<file path="src/shared/iolp_pkg.sv">
// Shared constants for the I/O sampling and line passing block
package iolp_pkg;
    localparam int NPIN = 13;
    localparam int CLK_NS = 8;
    localparam int MS_NS = 1_000_000;
    localparam int MS_CYC = MS_NS / CLK_NS;
    localparam int HOLD_REF_MS = 10_000;
    localparam logic [7:0] HOLD_REF_SET = 8'h64;
    localparam int HOLD_UNIT_MS = HOLD_REF_MS / int'(HOLD_REF_SET);
    localparam logic [15:0] BCAST_ADDR = 16'hFFFF;
    localparam logic [15:0] PERIOD_OFF = 16'h0000;
    localparam logic [2:0] SLEEP_OFF = 3'h0;
    localparam logic [12:0] CTS_PIN_MASK = 13'h0080;
    localparam int RXB_DEPTH = 64;
    localparam int TXB_DEPTH = 64;

    typedef enum logic [1:0] {
        TX_IDLE = 2'b00,
        TX_TAKE = 2'b01,
        TX_SKIP = 2'b10
    } iolp_tx_st_t;
endpackage

</file>
<file path="src/design/iolp_fifo_mem.sv">
// Byte FIFO storage with registered read data
`timescale 1ns/1ps
module iolp_fifo_mem #(
    parameter int W     = 8,
    parameter int DEPTH = 64
) (
    input  wire logic                     clk,     // Core clock
    input  wire logic                     rst_n,   // Async reset
    input  wire logic                     wr_en,   // Write, caller checks full
    input  wire logic [W-1:0]             wr_data, // Write data
    input  wire logic                     rd_en,   // Read, caller checks empty
    output logic      [W-1:0]             rd_data, // Registered read data
    output logic      [$clog2(DEPTH):0]   count    // Words held
);
    localparam int AW = $clog2(DEPTH);
    initial begin
        if (DEPTH < 2 || (1 << AW) != DEPTH) $error("DEPTH must be a power of two");
    end
    logic [W-1:0]  mem_ff [DEPTH];
    logic [AW-1:0] wp_ff;
    logic [AW-1:0] rp_ff;

    always_ff @(posedge clk) begin
        if (wr_en) begin
            mem_ff[wp_ff] <= wr_data;
        end
    end
    always_ff @(posedge clk or negedge rst_n) begin
        if (!rst_n) begin
            wp_ff   <= '0;
            rp_ff   <= '0;
            count   <= '0;
            rd_data <= '0;
        end else begin
            if (wr_en) wp_ff <= wp_ff + 1'b1;
            if (rd_en) begin
                rp_ff   <= rp_ff + 1'b1;
                rd_data <= mem_ff[rp_ff];
            end
            count <= count + (AW+1)'(wr_en) - (AW+1)'(rd_en);
        end
    end
endmodule

</file>
<file path="src/design/iolp_hold_timer.sv">
// Per-pin hold timer for passed output levels
`timescale 1ns/1ps
module iolp_hold_timer #(
    parameter int TW = 8
) (
    input  wire logic          clk,    // Core clock
    input  wire logic          rst_n,  // Async reset
    input  wire logic          tick,   // Timeout unit, absent while asleep
    input  wire logic          load,   // Passed sample touched this pin
    input  wire logic [TW-1:0] tmo,    // Timeout in units, zero holds
    output logic               active  // Passed level in force
);
    logic [TW-1:0] cnt_ff;

    always_ff @(posedge clk or negedge rst_n) begin
        if (!rst_n) begin
            cnt_ff <= '0;
            active <= 1'b0;
        end else if (load) begin
            cnt_ff <= tmo;
            active <= 1'b1;
        end else if (tick && cnt_ff != '0) begin
            cnt_ff <= cnt_ff - 1'b1;
            if (cnt_ff == TW'(1)) active <= 1'b0;
        end
    end
endmodule

</file>
<file path="src/design/iolp_top.sv">
// I/O sampling, line passing and serial buffer control
`timescale 1ns/1ps
module iolp_top import iolp_pkg::*; #(
    parameter int MS_CYCLES = MS_CYC,
    parameter int TW        = 8,
    parameter int RX_DEPTH  = RXB_DEPTH,
    parameter int TX_DEPTH  = TXB_DEPTH
) (
    input  wire logic                    CORE_CLK,                    // Core clock
    input  wire logic                    RESETN,                      // Async reset, low
    input  wire logic [15:0]             SAMPLE_PERIOD,               // Period in ms
    input  wire logic [NPIN-1:0]         CHANGE_MONITOR_MASK,         // Lines watched
    input  wire logic [15:0]             INPUT_SOURCE_ADDRESS,        // Passing source
    input  wire logic                    PASSED_SAMPLE_OUTPUT_ENABLE, // Emit passed
    input  wire logic                    FRAMED_COMMAND_MODE,         // Framed mode
    input  wire logic [2:0]              SLEEP_SETTING,               // Nonzero allows sleep
    input  wire logic                    ASLEEP,                      // Power state
    input  wire logic [31:0]             DESTINATION_ADDRESS_HIGH,    // Dest high
    input  wire logic [31:0]             DESTINATION_ADDRESS_LOW,     // Dest low
    input  wire logic [NPIN*TW-1:0]      PIN_HOLD_TIMEOUT,            // Per pin timeout
    input  wire logic [NPIN-1:0]         OUT_EN_CFG,                  // Pin is output
    input  wire logic [NPIN-1:0]         OUT_LEVEL_CFG,               // Configured level
    input  wire logic [NPIN-1:0]         PERIPH_MASK,                 // UART pins
    input  wire logic [NPIN-1:0]         SPI_MASK,                    // SPI pins
    input  wire logic [NPIN-1:0]         PULL_ENABLE_CONFIG,          // Pull enable
    input  wire logic [NPIN-1:0]         PULL_DIRECTION_CONFIG,       // Pull up
    input  wire logic [NPIN-1:0]         GPIO_IN,                     // Pin levels
    output logic      [NPIN-1:0]         GPIO_OUT,                    // Pin drive level
    output logic      [NPIN-1:0]         GPIO_OE,                     // Pin drive enable
    output logic      [NPIN-1:0]         GPIO_PULL_EN,                // Pull enable
    output logic      [NPIN-1:0]         GPIO_PULL_UP,                // Pull direction
    output logic      [NPIN-1:0]         PERIPH_OVR,                  // Sleep override
    output logic                         SAMPLE_REQ,                  // Send sample pulse
    output logic      [NPIN-1:0]         SAMPLE_DIO,                  // Sampled levels
    output logic      [63:0]             SAMPLE_DEST,                 // Destination
    input  wire logic                    RX_SAMPLE_VALID,             // Sample received
    input  wire logic [15:0]             RX_SAMPLE_SRC,               // Its source
    input  wire logic [NPIN-1:0]         RX_SAMPLE_MASK,              // Its lines
    input  wire logic [NPIN-1:0]         RX_SAMPLE_DIO,               // Its levels
    output logic                         SAMPLE_EMIT,                 // Emit frame pulse
    input  wire logic                    CTS_FLOW_EN,                 // Flow control on
    input  wire logic [7:0]              FLOW_THRESHOLD,              // Bytes
    input  wire logic                    SER_RX_VALID,                // Serial byte in
    input  wire logic [7:0]              SER_RX_DATA,                 // Its value
    input  wire logic                    RXB_POP,                     // Take a byte
    output logic                         RXB_AVAIL,                   // Bytes held
    output logic      [7:0]              RXB_DATA,                    // Popped byte
    output logic                         RXB_DATA_VALID,              // Popped pulse
    output logic                         RXB_DROP,                    // Byte lost pulse
    output logic                         CTS_N,                       // Clear to send, low
    input  wire logic                    RF_PKT_START,                // Packet header
    input  wire logic [15:0]             RF_PKT_LEN,                  // Packet bytes
    input  wire logic                    SYS_BUF_FULL,                // System buffers full
    input  wire logic                    RF_DATA_VALID,               // Packet byte
    input  wire logic [7:0]              RF_DATA,                     // Its value
    input  wire logic                    RF_DATA_LAST,                // Last byte
    output logic                         RF_READY,                    // Room for bytes
    output logic                         RF_PKT_DROP,                 // Packet lost pulse
    input  wire logic                    TXB_POP,                     // Take a byte
    output logic                         TXB_AVAIL,                   // Bytes held
    output logic      [7:0]              TXB_DATA,                    // Popped byte
    output logic                         TXB_DATA_VALID               // Popped pulse
);
    localparam int PW  = $clog2(MS_CYCLES + 1);
    localparam int RCW = $clog2(RX_DEPTH) + 1;
    localparam int TCW = $clog2(TX_DEPTH) + 1;
    initial begin
        if (MS_CYCLES < 1 || TW < 1 || TW > 16 || RCW > 16) $error("bad MS_CYCLES, TW or RX_DEPTH");
        if (HOLD_UNIT_MS * int'(HOLD_REF_SET) != HOLD_REF_MS) $error("bad hold unit");
    end

    // Millisecond and hold unit prescalers, frozen asleep
    logic          slp;
    logic          awake;
    logic [PW-1:0] pre_ff;
    logic [6:0]    unit_ff;
    logic          ms_tick;
    logic          unit_tick;
    assign slp       = ASLEEP && SLEEP_SETTING != SLEEP_OFF;
    assign awake     = !slp;
    assign ms_tick   = awake && pre_ff == PW'(MS_CYCLES - 1);
    assign unit_tick = ms_tick && unit_ff == 7'(HOLD_UNIT_MS - 1);

    always_ff @(posedge CORE_CLK or negedge RESETN) begin
        if (!RESETN) begin
            pre_ff  <= '0;
            unit_ff <= '0;
        end else if (awake) begin
            pre_ff <= ms_tick ? '0 : pre_ff + 1'b1;
            if (ms_tick) unit_ff <= unit_tick ? '0 : unit_ff + 1'b1;
        end
    end

    // Periodic sampling and wake sample
    logic [15:0] per_ms_ff;
    logic [15:0] per_last_ff;
    logic        slp_ff;
    logic        per_hit;
    logic        per_chg;
    logic        wake_hit;
    assign per_chg  = SAMPLE_PERIOD != per_last_ff;
    assign per_hit  = ms_tick && SAMPLE_PERIOD != PERIOD_OFF
                      && per_ms_ff == SAMPLE_PERIOD - 16'h0001;
    assign wake_hit = slp_ff && awake && SAMPLE_PERIOD != PERIOD_OFF;

    always_ff @(posedge CORE_CLK or negedge RESETN) begin
        if (!RESETN) begin
            per_ms_ff   <= '0;
            per_last_ff <= PERIOD_OFF;
            slp_ff      <= 1'b0;
        end else begin
            per_last_ff <= SAMPLE_PERIOD;
            slp_ff      <= slp;
            if (per_chg || per_hit || wake_hit) per_ms_ff <= '0;
            else if (ms_tick) per_ms_ff <= per_ms_ff + 16'h0001;
        end
    end

    // Pin synchronisers and change detection
    logic [NPIN-1:0] in_s1_ff;
    logic [NPIN-1:0] in_s2_ff;
    logic [NPIN-1:0] in_prev_ff;
    logic            chg_any;
    assign chg_any = awake && |((in_s2_ff ^ in_prev_ff) & CHANGE_MONITOR_MASK);

    always_ff @(posedge CORE_CLK or negedge RESETN) begin
        if (!RESETN) begin
            in_s1_ff   <= '0;
            in_s2_ff   <= '0;
            in_prev_ff <= '0;
        end else begin
            in_s1_ff   <= GPIO_IN;
            in_s2_ff   <= in_s1_ff;
            in_prev_ff <= in_s2_ff;
        end
    end

    always_ff @(posedge CORE_CLK or negedge RESETN) begin
        if (!RESETN) begin
            SAMPLE_REQ  <= 1'b0;
            SAMPLE_DIO  <= '0;
            SAMPLE_DEST <= '0;
        end else begin
            SAMPLE_REQ <= per_hit || chg_any || wake_hit;
            if (per_hit || chg_any || wake_hit) begin
                SAMPLE_DIO  <= in_s2_ff;
                SAMPLE_DEST <= {DESTINATION_ADDRESS_HIGH, DESTINATION_ADDRESS_LOW};
            end
        end
    end

    // Received samples: source filter, emission, line passing
    logic            src_match;
    logic            pass_hit;
    logic [NPIN-1:0] gen_out;
    logic [NPIN-1:0] pass_mask;
    logic [NPIN-1:0] pass_lvl_ff;
    logic [NPIN-1:0] hold_act;
    assign src_match = INPUT_SOURCE_ADDRESS == BCAST_ADDR
                       || RX_SAMPLE_SRC == INPUT_SOURCE_ADDRESS;
    assign pass_hit  = RX_SAMPLE_VALID && src_match;
    assign gen_out   = OUT_EN_CFG & ~PERIPH_MASK & ~SPI_MASK;
    assign pass_mask = pass_hit ? (RX_SAMPLE_MASK & gen_out) : '0;

    always_ff @(posedge CORE_CLK or negedge RESETN) begin
        if (!RESETN) begin
            SAMPLE_EMIT <= 1'b0;
            pass_lvl_ff <= '0;
        end else begin
            SAMPLE_EMIT <= RX_SAMPLE_VALID && FRAMED_COMMAND_MODE
                           && (!src_match || PASSED_SAMPLE_OUTPUT_ENABLE);
            pass_lvl_ff <= (pass_lvl_ff & ~pass_mask) | (RX_SAMPLE_DIO & pass_mask);
        end
    end

    for (genvar i = 0; i < NPIN; i++) begin : g_hold
        iolp_hold_timer #(.TW(TW)) u_hold (
            .clk    (CORE_CLK),
            .rst_n  (RESETN),
            .tick   (unit_tick),
            .load   (pass_mask[i]),
            .tmo    (PIN_HOLD_TIMEOUT[i*TW +: TW]),
            .active (hold_act[i])
        );
    end

    // Pin drive, including sleep overrides
    logic [NPIN-1:0] lvl;
    logic [NPIN-1:0] ovr;
    logic [NPIN-1:0] in_pin;
    assign lvl    = (hold_act & pass_lvl_ff) | (~hold_act & OUT_LEVEL_CFG);
    assign ovr    = slp ? ((PERIPH_MASK & ~CTS_PIN_MASK) | SPI_MASK) : '0;
    assign in_pin = ~OUT_EN_CFG & ~PERIPH_MASK & ~SPI_MASK;

    always_ff @(posedge CORE_CLK or negedge RESETN) begin
        if (!RESETN) begin
            GPIO_OUT     <= '0;
            GPIO_OE      <= '0;
            GPIO_PULL_EN <= '0;
            GPIO_PULL_UP <= '0;
            PERIPH_OVR   <= '0;
        end else begin
            GPIO_OUT     <= (gen_out & lvl) | (ovr & SPI_MASK);
            GPIO_OE      <= gen_out | ovr;
            GPIO_PULL_EN <= PULL_ENABLE_CONFIG & in_pin;
            GPIO_PULL_UP <= PULL_DIRECTION_CONFIG & in_pin;
            PERIPH_OVR   <= ovr;
        end
    end

    // Serial receive buffer and clear-to-send
    logic [RCW-1:0] rx_cnt;
    logic           rx_full;
    logic           rx_wr;
    logic           rx_rd;
    logic           cts_above;
    logic           cts_below;
    assign rx_full = rx_cnt == RCW'(RX_DEPTH);
    assign rx_wr   = SER_RX_VALID && !rx_full;
    assign rx_rd   = RXB_POP && rx_cnt != '0;
    // Compare at 16 bits so a large threshold is not cut to the count width
    assign cts_above = 16'(rx_cnt) > 16'(FLOW_THRESHOLD);
    assign cts_below = 16'(rx_cnt) < 16'(FLOW_THRESHOLD);

    iolp_fifo_mem #(.W(8), .DEPTH(RX_DEPTH)) u_rxb (
        .clk     (CORE_CLK),
        .rst_n   (RESETN),
        .wr_en   (rx_wr),
        .wr_data (SER_RX_DATA),
        .rd_en   (rx_rd),
        .rd_data (RXB_DATA),
        .count   (rx_cnt)
    );

    always_ff @(posedge CORE_CLK or negedge RESETN) begin
        if (!RESETN) begin
            RXB_AVAIL      <= 1'b0;
            RXB_DATA_VALID <= 1'b0;
            RXB_DROP       <= 1'b0;
            CTS_N          <= 1'b0;
        end else begin
            RXB_AVAIL      <= rx_cnt != '0;
            RXB_DATA_VALID <= rx_rd;
            RXB_DROP       <= SER_RX_VALID && rx_full;
            if (!CTS_FLOW_EN) CTS_N <= 1'b0;
            else if (cts_above) CTS_N <= 1'b1;
            else if (cts_below) CTS_N <= 1'b0;
        end
    end

    // Radio to serial transmit buffer, whole packet drop
    iolp_tx_st_t    tx_st_ff;
    logic [TCW-1:0] tx_cnt;
    logic           tx_wr;
    logic           tx_rd;
    logic           tx_room;
    assign tx_room = 17'(TX_DEPTH) - 17'(tx_cnt) >= 17'(RF_PKT_LEN);
    assign tx_wr   = tx_st_ff == TX_TAKE && RF_DATA_VALID && tx_cnt != TCW'(TX_DEPTH);
    assign tx_rd   = TXB_POP && tx_cnt != '0;

    iolp_fifo_mem #(.W(8), .DEPTH(TX_DEPTH)) u_txb (
        .clk     (CORE_CLK),
        .rst_n   (RESETN),
        .wr_en   (tx_wr),
        .wr_data (RF_DATA),
        .rd_en   (tx_rd),
        .rd_data (TXB_DATA),
        .count   (tx_cnt)
    );

    always_ff @(posedge CORE_CLK or negedge RESETN) begin
        if (!RESETN) begin
            tx_st_ff    <= TX_IDLE;
            RF_PKT_DROP <= 1'b0;
        end else begin
            RF_PKT_DROP <= 1'b0;
            unique case (tx_st_ff)
                TX_IDLE: begin
                    if (RF_PKT_START) begin
                        if (!tx_room && SYS_BUF_FULL) begin
                            tx_st_ff    <= TX_SKIP;
                            RF_PKT_DROP <= 1'b1;
                        end else begin
                            tx_st_ff <= TX_TAKE;
                        end
                    end
                end
                TX_TAKE, TX_SKIP: begin
                    if (RF_DATA_VALID && RF_DATA_LAST) tx_st_ff <= TX_IDLE;
                end
                default: tx_st_ff <= TX_IDLE;
            endcase
        end
    end

    always_ff @(posedge CORE_CLK or negedge RESETN) begin
        if (!RESETN) begin
            RF_READY       <= 1'b0;
            TXB_AVAIL      <= 1'b0;
            TXB_DATA_VALID <= 1'b0;
        end else begin
            RF_READY       <= tx_cnt < TCW'(TX_DEPTH - 1);
            TXB_AVAIL      <= tx_cnt != '0;
            TXB_DATA_VALID <= tx_rd;
        end
    end
endmodule

</file>
<file path="config.mk">
export PLATFORM = sky130hd
export DESIGN_NAME = iolp_top
export DESIGN_NICKNAME = d
export VERILOG_FILES = /design/src/shared/iolp_pkg.sv /design/src/design/iolp_fifo_mem.sv /design/src/design/iolp_hold_timer.sv /design/src/design/iolp_top.sv
export SDC_FILE = /design/constraint.sdc
export NUM_CORES = 2
export LEC_CHECK = 0
export BUFFER_PORTS_ARGS = -buffer_cell sky130_fd_sc_hd__buf_4
export CAP_MARGIN = 5
export CORE_ASPECT_RATIO = 0.5
export CORE_MARGIN = 10
export CORE_UTILIZATION = 50
export CTS_CLUSTER_SIZE = 8
export DETAILED_ROUTE_END_ITERATION = 6
export PLACE_DENSITY = 0.69
export SYNTH_ARGS = -nofsm -noshare
export SYNTH_HDL_FRONTEND = slang
export SYNTH_SLANG_ARGS = --single-unit
</file>
<file path="constraint.sdc">
create_clock -name CORE_CLK -period 6.8 [get_ports CORE_CLK]
set_input_delay 0.68 -clock CORE_CLK [delete_from_list [all_inputs] [get_ports CORE_CLK]]
set_output_delay 0.68 -clock CORE_CLK [all_outputs]
set_load 0.02 [all_outputs]
</file>
==> results.py <==
metrics = {
    "status": {
        "outcome": "finished clean",
    },
    "hold_path": {
        "worstHoldPathType": "input pin to flop",
    },
    "synth": {
        "seq_area_frac_synth_pct": 69.19,
        "synthFlopType": "edfxtp_1",
        "async_flop_share_pct": 29.77,
        "synth_area_per_cell_sq_um": 17.15,
        "synthDistinctLibCells": 69,
        "synthesis.instances": 3506,
        "syn_area_sq_um": 60140,
        "synth-edff-count": 1024,
        "ys_warn_count": 0,
        "ys_ff_latch": 1458,
        "syn_nets": 4009,
    },
    "layout": {
        "drive_gt1_share_pct": 30.52,
        "layout_commonest_cell": "edfxtp_1",
        "area_delta_synth_final_pct": 19.74,
        "final_cell_mix": "edfxtp_1, buf_4, dfrtp_1",
        "final_nets": 4694,
    },
    "global_routing": {
        "grt_max_degree": 148,
        "grt_overflow": 0,
        "track_usage_pct": 21.33,
        "grt_pass1_wl_microns": 221500,
        "grt_pass1_vias": 35120,
        "antenna_found_initial": 10,
    },
    "worst_setup_path": {
        "worst_path_max_delay_cell": "buf_4",
        "cp_common_cell": "buf_4",
        "start_kind": "input pin",
        "critical_path.top_delay_family": "buffers and inverters",
        "cpPeakStageDelay_ps": 790,
        "critPathKind": "input pin to flop",
        "critPathArrivalTime_ps": 4570,
        "path_cells": "dlygate4sd3_1 -> buf_4 -> inv_1 -> ha_1 -> or4b_4 -> nor4_1 -> xnor2_1 -> and4_1 -> o2111a_1 -> a211oi_4 -> buf_4 -> mux2_2",
        "cp_num_buf_inv": 4,
        "path_max_fanout": 78,
        "crit_path_end_kind": "flop",
        "required_ps": 7440,
    },
    "routing": {
        "routed-via-count": 33640,
        "avgViaCountPerCell": 5.710,
        "dr.pass1.iters": 5,
        "wl_microns": 147100,
        "drc": 0,
        "wl_per_cell_microns": 24.97,
        "ant_nets": 0,
        "first_iter_violations": 2855,
    },
    "clocking": {
        "clkTransAtPathRegs_ps": 50,
        "cts_buffers": 200,
        "cts_max_level": 4,
        "cts.repair.resized": 0,
        "clk_path_buf_depth": 3,
        "cts_hold_buf": 18,
        "clkLatencyLatePin_ps": 790,
        "cts_setup_buffers": 0,
        "cts-root-buf": "clkbuf_16",
        "clock_sinks": 1458,
        "cts_tree": "yes",
    },
    "sta": {
        "skew_ps": 35.34,
        "drv_slew": 0,
        "hold_violations": 0,
        "max_freq_ghz": 0.2547,
        "setup_viol": 0,
        "finalCriticalPeriod_ps": 3926,
        "setup-tns-final_ps": 0,
        "rsz0062_at_grt": "no",
        "finalCritPeriodShare_pct": 57.74,
        "setup_slack_ps": 2874,
        "relSlewSlack_pct": 28.92,
        "worst_slew_pin_slew_ps": 1063,
    },
    "power_and_ir_drop": {
        "total_leakage_power_uw": 0.02702,
        "ir_drop_uv": 279.5,
        "p_per_area_nw_per_um2": 355.4,
    },
    "place": {
        "place_hpwl_microns": 96740,
        "port_buffers": 570,
        "post-place-ws_ps": 2719,
        "gp_congestion": 0.9386,
    },
    "floorplan": {
        "die_area_sq_um": 135400,
        "io_pins": 571,
        "start_util_pct": 50.67,
        "die_height_microns": 265.2,
        "num_rows": 89,
        "core_area_sq_um": 118700,
        "die_w_microns": 510.5,
    },
    "run": {
        "max_cap_viol_count": 0,
    },
}
==> worst reg2reg max path, cell delays in order (launching register included) <==
cell and delay [ps]:
dfrtp_1 430, inv_1 140, ha_1 230, nand3_1 130
nand2b_1 200, nand2_1 470, inv_1 280, ha_1 340
inv_1 60, ha_1 160, inv_1 60, fa_1 420
o21bai_1 150, a21oi_1 110, nor2_1 100, nor2_1 50
nor2_1 80, nor2_1 50, xnor2_1 110
==> state kept, by name, summed over array words and instances, names as in the netlist, 16 cells and up, named ones only <==
signal                flops
per_ms_ff                16
SAMPLE_DEST              64
g_hold.u_hold.cnt_ff    104
pre_ff                   17
u_rxb.mem_ff            512
per_last_ff              16
u_txb.mem_ff            512
==> synth_stat cells (6+ instances only) <==
master        n  area [sq um]
nand2b_1      7         43.79
dfrtp_1     434         10860
mux2_2      186          2095
a31oi_1      13         81.33
clkbuf_1     71         266.5
a211oi_1      8         60.06
nand4_1      57         356.6
ha_1         98          1226
mux2_1       19         214.0
a2111oi_0     6         52.55
o221ai_1      8         70.07
nand4b_1      7         61.31
and3_1       10         62.56
xor2_1       85         744.5
nor3_1       50         250.2
inv_1        88         330.3
nand3b_1      6         45.04
xnor2_1     133          1165
nand3_1      51         255.2
or3_1        17         106.4
a21o_1        7         52.55
nor2b_1      28         175.2
nor4_1       23         143.9
and2_1       35         219.0
edfxtp_1   1024         30750
a21oi_1      42         210.2
or4_1        13         97.59
a221o_1       7         70.07
mux4_2      293          6599
buf_1        42         157.7
o21ai_0      69         345.3
mux2i_1      67         670.6
nand2_1     162         608.1
buf_2        15         75.07
nor2_1      248         930.9
and4_1        9         78.83
a32oi_1       6         52.55
==> worst paths after layout <==
kind                       slack (ps)             start                           to  cells after the start
max                              2870  SAMPLE_PERIOD[0]              SAMPLE_DEST[11]                     12
min                                60  SAMPLE_PERIOD[6]               per_last_ff[6]                      1
max reg2reg                      3100    u_txb.count[1]               u_txb.count[6]                     18
min reg2reg                       340       in_s1_ff[7]                  in_s2_ff[7]                      0
max in group asynchronous        4830            RESETN  g_hold[12].u_hold.cnt_ff[4]                      3
min in group asynchronous         530            RESETN                  in_s2_ff[3]                      2
==> final cells by class <==
class                           instances  area, sq um
Inverter                               89        334.1
Clock inverter                         16        312.8
Multi-Input combinational cell       1828        17680
Tap cell                             1592         1992
Antenna cell                            5        12.51
Clock buffer                          290         5343
Timing Repair Buffer                  614         4712
Sequential cell                      1458        41630
Fill cell                            8745        46690
==> per-layer routing <==
layer	part of all wire [%]	up-vias	global-route usage [%]
met2	49	1174	34.99
met5	0.047	-	0
li1	-	14870	-
met4	2.5	10	6.562
met3	6.8	234	4.286
met1	41	17350	28.91
==> kinds of logic (layout without fill, tap and decap cells) <==
logic type,count (synthesis),after routing,synth area share (%)
flip-flops,1458,1458,69.19
multiplexers,565,565,15.93
adder cells (fa/ha/maj),100,100,2.105
other,0,5,0
buffers and inverters,220,1009,1.448
XOR/XNOR,218,218,3.175
AO/OA/AOI/OAI,200,200,2.132
AND/OR/NAND/NOR,745,745,6.029
==> through the flow <==
stage               total power (uW)  hold slack, ps  std cells  cell area [sq um]  utilization [%]
CTS                            25820          0.6899       5887              72010            60.66
finish                         25600           57.17       5892              72020            60.67
floorplan                      14610           331.2       3506              60140                -
detailed placement             16720           335.8       5563              66170            55.74
global placement               16620           333.6       5563              66170            55.74
global route                   26660           23.53       5892              72020            60.67
==> power breakdown <==
part	leakage, uW	switching [uW]	total, uW	internal (uW)
Combinational	0.00962	3050	5930	2880
Sequential	0.0147	613	10600	10000
Clock	0.00270	3680	9060	5380
Total	0.0270	7340	25600	18300
Note: power is estimated with default switching activity, not from simulation.
